File: src/rtl/bcfgl_pkg.sv
package bcfgl_pkg;

    // byte offsets of the header fields held here
    localparam logic [7:0] OFS_MAKER_ID  = 8'h00;
    localparam logic [7:0] OFS_PART_ID   = 8'h02;
    localparam logic [7:0] OFS_CMD       = 8'h04;

    // dword index as carried on address bits 7:2
    localparam logic [5:0] DW_IDENT      = OFS_MAKER_ID[7:2];
    localparam logic [5:0] DW_CMD        = OFS_CMD[7:2];

    // field positions inside the identification dword
    localparam int         MAKER_LSB     = 0;
    localparam int         PART_LSB      = 16;

    // command register bit positions
    localparam int         CMD_IO_BIT    = 0;
    localparam int         CMD_MEM_BIT   = 1;
    localparam int         CMD_MST_BIT   = 2;
    localparam int         CMD_SPC_BIT   = 3;
    localparam int         CMD_MWI_BIT   = 4;
    localparam int         CMD_RW_W      = 3;

    // reset value of the writable command bits
    localparam logic [2:0] CMD_RST       = 3'h0;
    localparam logic [31:0] RD_ZERO      = 32'h0000_0000;

endpackage

File: src/rtl/bcfgl_lane.sv
`timescale 1ns/1ns

// per-byte lane selection from the active-low byte enables
module bcfgl_lane
    import bcfgl_pkg::*;
(
    input  wire logic [3:0]  cbe_n,     // byte enables, active low
    input  wire logic [31:0] raw,       // full dword contents
    output wire logic [31:0] masked,    // only selected bytes, rest zero
    output wire logic [3:0]  sel        // lane selected, active high
);

    // one lane per byte; an unselected lane returns zero
    for (genvar b = 0; b < 4; b++)
    begin : g_lane
        assign sel[b]            = ~cbe_n[b];
        assign masked[8*b +: 8]  = cbe_n[b] ? 8'h00 : raw[8*b +: 8];
    end

endmodule

File: src/rtl/bcfgl_top.sv
// Summary of operation
// - low byte enable selects each byte field
// - reserved fields ignore writes, read zero
// - maker code hardwired in bits 15:0
// - part code hardwired in bits 31:16
// - bit 0 gates primary I/O claim
// - bit 1 gates primary memory claim
// - bit 2 gates mastering and secondary claims
// - configuration forwarding ignores master enable
// - bit 3 reads zero, special cycles ignored
// - bit 4 reads zero, MWI only forwarded
// - Type 0 access, dword on address 7:2
`timescale 1ns/1ns

module bcfgl_top
    import bcfgl_pkg::*;
#(
    parameter logic [15:0] MAKER_ID = 16'h5A5A,   // arbitrary value
    parameter logic [15:0] PART_ID  = 16'h0C3C    // arbitrary value
)
(
    input  wire logic        clk,           // primary bus clock
    input  wire logic        sys_rst,       // async reset, active high
    input  wire logic        cfg_req,       // config data phase, one cycle
    input  wire logic        cfg_type0,     // access is Type 0
    input  wire logic        cfg_write,     // 1 write, 0 read
    input  wire logic [5:0]  cfg_dword,     // dword index, address 7:2
    input  wire logic [3:0]  cfg_cbe_n,     // byte enables, active low
    input  wire logic [31:0] cfg_wdata,     // write data
    input  wire logic        pri_io_hit,    // primary I/O decode hit
    input  wire logic        pri_mem_hit,   // primary memory decode hit
    input  wire logic        sec_io_hit,    // secondary I/O decode hit
    input  wire logic        sec_mem_hit,   // secondary memory decode hit
    input  wire logic        sec_cfg_fwd,   // config cycle to forward
    input  wire logic        fwd_mwi,       // forwarding another master's MWI
    output logic             cfg_ack,       // access taken, one cycle
    output logic      [31:0] cfg_rdata,     // read data, held
    output logic             pri_io_claim,  // claim primary I/O
    output logic             pri_mem_claim, // claim primary memory
    output logic             sec_io_claim,  // claim secondary I/O
    output logic             sec_mem_claim, // claim secondary memory
    output logic             pri_init_ok,   // may master on primary
    output logic             cfg_fwd_go,    // forward config cycle
    output logic             mwi_issue,     // issue MWI on primary
    output logic      [2:0]  cmd_en         // io, mem, master enables
);

    logic        take;
    logic        hit_ident;
    logic        hit_cmd;
    logic [31:0] raw;
    logic [31:0] masked;
    logic [3:0]  sel;
    logic        next_ack;
    logic [31:0] next_rdata;
    logic [2:0]  next_cmd;
    logic        next_io_claim;
    logic        next_mem_claim;
    logic        next_sec_io;
    logic        next_sec_mem;
    logic        next_init_ok;
    logic        next_fwd_go;
    logic        next_mwi;

    bcfgl_lane u_lane (
        .cbe_n  (cfg_cbe_n),
        .raw    (raw),
        .masked (masked),
        .sel    (sel)
    );

    // only Type 0 accesses belong to this header; others are left alone
    always_comb
    begin
        take      = cfg_req & cfg_type0;
        hit_ident = (cfg_dword == DW_IDENT);
        hit_cmd   = (cfg_dword == DW_CMD);
        raw       = RD_ZERO;
        if (hit_ident)
        begin
            raw[MAKER_LSB +: 16] = MAKER_ID;
            raw[PART_LSB +: 16]  = PART_ID;
        end
        else if (hit_cmd)
        begin
            raw[CMD_RW_W-1:0] = cmd_en;
        end
    end

    // register access: ack every taken access, writes complete silently
    always_comb
    begin
        next_ack   = take;
        next_rdata = cfg_rdata;
        next_cmd   = cmd_en;
        if (take && !cfg_write)
        begin
            next_rdata = masked;
        end
        if (take && cfg_write && hit_cmd && sel[0])
        begin
            next_cmd = cfg_wdata[CMD_RW_W-1:0];
        end
    end

    // transaction gating; registered so claims follow a stable enable
    always_comb
    begin
        next_io_claim  = pri_io_hit & cmd_en[CMD_IO_BIT];
        next_mem_claim = pri_mem_hit & cmd_en[CMD_MEM_BIT];
        next_sec_io    = sec_io_hit & cmd_en[CMD_MST_BIT];
        next_sec_mem   = sec_mem_hit & cmd_en[CMD_MST_BIT];
        next_init_ok   = cmd_en[CMD_MST_BIT];
        next_fwd_go    = sec_cfg_fwd;
        next_mwi       = fwd_mwi;
    end

    // special cycles have no input here at all, so none is ever claimed
    always_ff @(posedge clk or posedge sys_rst)
    begin
        if (sys_rst)
        begin
            cfg_ack       <= 1'h0;
            cfg_rdata     <= RD_ZERO;
            cmd_en        <= CMD_RST;
            pri_io_claim  <= 1'h0;
            pri_mem_claim <= 1'h0;
            sec_io_claim  <= 1'h0;
            sec_mem_claim <= 1'h0;
            pri_init_ok   <= 1'h0;
            cfg_fwd_go    <= 1'h0;
            mwi_issue     <= 1'h0;
        end
        else
        begin
            cfg_ack       <= next_ack;
            cfg_rdata     <= next_rdata;
            cmd_en        <= next_cmd;
            pri_io_claim  <= next_io_claim;
            pri_mem_claim <= next_mem_claim;
            sec_io_claim  <= next_sec_io;
            sec_mem_claim <= next_sec_mem;
            pri_init_ok   <= next_init_ok;
            cfg_fwd_go    <= next_fwd_go;
            mwi_issue     <= next_mwi;
        end
    end
endmodule

File: config.mk
export PLATFORM = sky130hd
export DESIGN_NAME = bcfgl_top
export DESIGN_NICKNAME = d
export VERILOG_FILES = /design/src/rtl/bcfgl_pkg.sv /design/src/rtl/bcfgl_lane.sv /design/src/rtl/bcfgl_top.sv
export SDC_FILE = /design/constraint.sdc
export NUM_CORES = 1
export LEC_CHECK = 0
export ABC_AREA = 1
export BUFFER_PORTS_ARGS = -buffer_cell sky130_fd_sc_hd__buf_2
export CORE_AREA = 5 5 57 59
export CTS_CLUSTER_DIAMETER = 200
export DETAILED_ROUTE_END_ITERATION = 8
export DIE_AREA = 0 0 62 64
export GPL_ROUTABILITY_DRIVEN = 0
export GPL_TIMING_DRIVEN = 0
export HOLD_SLACK_MARGIN = 0.03
export PLACE_DENSITY_LB_ADDON = 0.1
export SKIP_LAST_GASP = 1
export SYNTH_ARGS = -nofsm -noshare
export SYNTH_HDL_FRONTEND = slang
export SYNTH_SLANG_ARGS = --single-unit
File: constraint.sdc
create_clock -name clk -period 1.5 [get_ports clk]
set_input_delay 0.3 -clock clk [delete_from_list [all_inputs] [get_ports clk]]
set_output_delay 0.3 -clock clk [all_outputs]
set_load 0.01 [all_outputs]
---- After elaboration in Yosys (flattened, before gate mapping) ----
Cells that the tools add are included.
W data, S select, Z words.
cells by class
  equal/unequal tests ..................... 1
  multiplexer cells ....................... 7
  bitwise gates (word level) .............. 6
  reduce and logical (&&, ||, !) cells .... 6
operators with widths
  operator              number
  $mux W25              1
  $mux W8               3
  $eq A6 B1 Y1 const B  1
  $logic_not A6 Y1      1
  $mux W3               2
  $and A1 B1 Y1         5
  $logic_and A1 B1 Y1   4
  $mux W4               1
  $logic_not A1 Y1      1
  $not A1 Y1            1
word-level totals
  register bits after elaboration ......... 43
  output and inout bits ................... 43
  word-level logic and storage cells ...... 30

---- Longest topological paths before layout ----
  word-level depth ........................ 4
  gate-level depth with buffers ........... 6
  mapped depth without buffers ............ 6

---- By module ----
From an unflattened synthesis, not the netlist that was laid out.
unflattened totals
  cell total of the unflattened synthesis .. 262
  area, all modules ....................... 2,150.8 um^2
modules (own cells, without submodules)
  module      times used  cells an instance  area each (um^2)
  bcfgl_top   1           190                1,850.5
  bcfgl_lane  1           72                 300.3

---- Least setup slack after synthesis ----
Ideal clock, no wire load.
  path kind ............................... input to register
  start ................................... input port cfg_dword[3]
  end ..................................... register cmd_en[2]
  library setup time ...................... 117 ps
  arrival ................................. 813 ps
  slack ................................... 570 ps
  stages .................................. 6
  cell sequence ........................... nor2_2 > nand2_1 > nor2_8 > nand2_2 > nand2_1 > nand2_1
on the way
  cells in the longest elaborated chain, start to end .. 3
RTL lines
  element                           RTL line          RTL
  start: declaration                bcfgl_top.sv:27   input wire logic [5:0] cfg_dword,
  $eq A6 B1 Y1                      bcfgl_top.sv:77   hit_cmd = (cfg_dword == DW_CMD);
  $logic_and A1 B1 Y1 (2 in a row)  bcfgl_top.sv:100  if (take && cfg_write && hit_cmd && sel[0])
  end signal: assignment            bcfgl_top.sv:138  cmd_en <= next_cmd;
  end: declaration                  bcfgl_top.sv:45   output logic [2:0] cmd_en
Every way passes these cells.
A chain may end at the register's enable or synchronous reset.

---- Final worst setup path ----
  start ................................... register cfg_rdata[14]
  end ..................................... output port cfg_rdata[14]
RTL lines
  element                   RTL line          RTL
  start: declaration        bcfgl_top.sv:37   output logic [31:0] cfg_rdata,
  start signal: assignment  bcfgl_top.sv:137  cfg_rdata <= next_rdata;
No word-level cell between the ends.

==> out/qor.yml <==
floorplanning:
  ios: 96
  core-area_um2: 2660
  die_area_um2: 3970
  rows: 19
  dieWidth_um: 62
  die_h_um: 64
  initial_utilization: 0.351
yosys:
  netlist-cell-type-count: 15
  yosysWarnings: 0
  synth_seq_cells: 18
  avgSynthCellArea_um2: 8.81
  syn-cell-area_um2: 933
  synthCells: 106
  yosysSeqAreaShare: 0.483
pwr:
  power_mw: 0.933
  switching_share: 0.239
  powerDensity_nw_per_um2: 709
  power.leakage_nw: 0.895
  seqPwrFrac: 0.536
  p_sw_mw: 0.223
  cellInternalPower_mw: 0.709
  power_frac_clock: 0.313
  vdd_drop_max_mv: 0.460
  comb_power_share: 0.151
outcome:
  run_status: "complete, no violations"
detailed_routing:
  wirelength_met1_um: 710
  via_per_inst: 3.80
  wire_per_inst_um: 9.32
  drc: 0
  firstDrtPassIters: 7
  ant_nets: 0
  wirelength_um: 1920
  drt_iter0_markers: 18
  wl_met3_um: 243
  top_layer: "met3"
  num_vias: 782
  dr_wl_met2_um: 964
global_routing:
  grt_max_degree: 19
  overflow: 0
  antenna_found_initial: 0
  globalRouteTotalUtil: 0.0926
  grt_first_pass_wirelength_um: 2840
  grt_pass1_vias: 729
cts:
  cts_setup_buffers: 0
  clkTransAtPathRegs_ps: 100
  cts-buffers-inserted: 3
  cts_buffer_depth: 2
  htree_levels: 1
  postCtsHoldBufs: 0
  clk_latency_ps: 280
  ctsResizeCount: 0
  cts_sinks: 18
  cts_root_buf: "clkbuf_4"
  cts_tree: "yes"
timing:
  setup_viol: 0
  slew_violations: 0
  period_share: 0.853
  timing.fmax_mhz: 782
  rsz0062_at_grt: "false"
  worst_pin_slew_ps: 658
  fin_worst_skew_ps: 1.77
  min_period_ps: 1280
  finalHoldViolCount: 0
  slew_headroom: 0.561
  fin_setup_tns_ps: 0
setup_path:
  critPathTopFamily: "flip-flops"
  critPathCaptureType: "output pin"
  path_cells: "buf_4 > buf_2"
  slowest_delay_ps: 430
  timing.rr.start: "cfg_rdata[1]"
  worstReg2RegEnd: "cfg_rdata[1]"
  path_max_fanout: 5
  crit_type: "register to output pin"
  cpMaxStageDelayCell: "dfrtp_1"
  required_ps: 1200
  crit_arrival_ps: 980
  reg2regPathDepth: 4
  crit_path_start_kind: "register"
  r2r_slack_ps: 780
  cp_num_buf_inv: 2
job:
  drv_cap: 0
final_layout:
  syn_to_final_growth_pct: 40.9
  post-route-cell-area_um2: 1320
  fin_nets: 229
  antenna_cells: 0
  final_layout_size_suffix_gt1_frac: 0.509
  instances_no_fill: 206
  fillers: 261
hold_path:
  holdCritPathClass: "input port to async pin"
placed_design:
  portBuffers: 50
  hpwl_um: 1660
  placed_area_um2: 1280
  dp_cells: 202
[cells in the mapped netlist]
cell	n	share of area
inv_2	2	0.0080
nand2_1	27	0.11
buf_4	25	0.20
o21ai_1	1	0.0054
nor2_2	2	0.013
nor2_1	7	0.028
dfrtp_1	18	0.48
nor2_4	1	0.012
nor2_8	1	0.021
clkinv_1	1	0.0040
nand2_2	3	0.020
conb_1	1	0.0040
nor3_4	1	0.017
nand3_1	7	0.038
inv_1	9	0.036
[power groups by stage]
stage	clock (mW)	sequential, mW	combinational, mW
5_1_grt	0.327	0.502	0.158
2_1_floorplan	0	0.515	0.0842
3_3_place_gp	0	0.509	0.139
3_5_place_dp	0	0.510	0.142
4_1_cts	0.307	0.500	0.142
6_report	0.292	0.500	0.141
[worst reg2reg max path: cells and delay by family, from the launching register on]
family                 cells  cell delay [ps]
buffers and inverters      1               50
flip-flops                 1              380
AND/OR/NAND/NOR            3              180
[area by class of cell]
class / instances / area [um^2] / share of cell area
Tap cell: 31 / 38.8 / 0.0295
Buffer: 25 / 188 / 0.143
Inverter: 12 / 45.0 / 0.0343
Clock buffer: 4 / 36.3 / 0.0276
Multi-Input combinational cell: 66 / 307 / 0.233
Timing Repair Buffer: 50 / 250 / 0.190
Sequential cell: 18 / 450 / 0.343
[stage by stage]
step	worst slack (ps)	utilization	hold slack, ps
5_1_grt	149	0.494	83.0
3_5_place_dp	384	0.480	412
2_1_floorplan	570	-	239
6_report	221	0.494	88.2
4_1_cts	198	0.494	103
3_3_place_gp	418	0.480	411
[cells by family after synthesis]
group,synth area share
compound gates,0.00536
buf+inv,0.249
flops,0.483
other cells,0.00402
simple gates,0.259
[layout by cell type (no fill, tap or decap)]
cell type  instances
inv_1              9
nand3_1            7
nor2_4             1
buf_2             50
clkbuf_4           3
o21ai_1            1
nor2_2             2
nor2_8             1
nand2_1           27
dfrtp_1           18
conb_1            16
inv_2              2
buf_4             25
nor3_4             1
clkinv_1           1
clkbuf_8           1
nor2_1             7
nand2_2            3
[flip-flops by register name (all words and copies together), names as in the netlist]
register and count:
cfg_fwd_go 1, pri_io_claim 1, pri_mem_claim 1, cfg_ack 1, cfg_rdata 7, sec_mem_claim 1, cmd_en 3, mwi_issue 1
sec_io_claim 1, pri_init_ok 1
[routing by layer]
layer,vias up,track usage
met4,0,0.0398
li1,415,-
met5,-,0
met3,0,0.0221
met2,44,0.168
met1,323,0.0964
[worst max-delay path by stage]
stage,start,endpoint,slack [ps],cells after the start
after floorplan,cfg_dword[3],cmd_en[2],570,6
after global placement,cfg_dword[3],cmd_en[2],420,7
after detailed placement,cfg_dword[5],cmd_en[1],380,7
after CTS,cfg_rdata[14],cfg_rdata[12],200,2
after global routing,cfg_rdata[14],cfg_rdata[14],150,2
final,cfg_rdata[14],cfg_rdata[14],220,2
(Power assumes the default switching activity.)
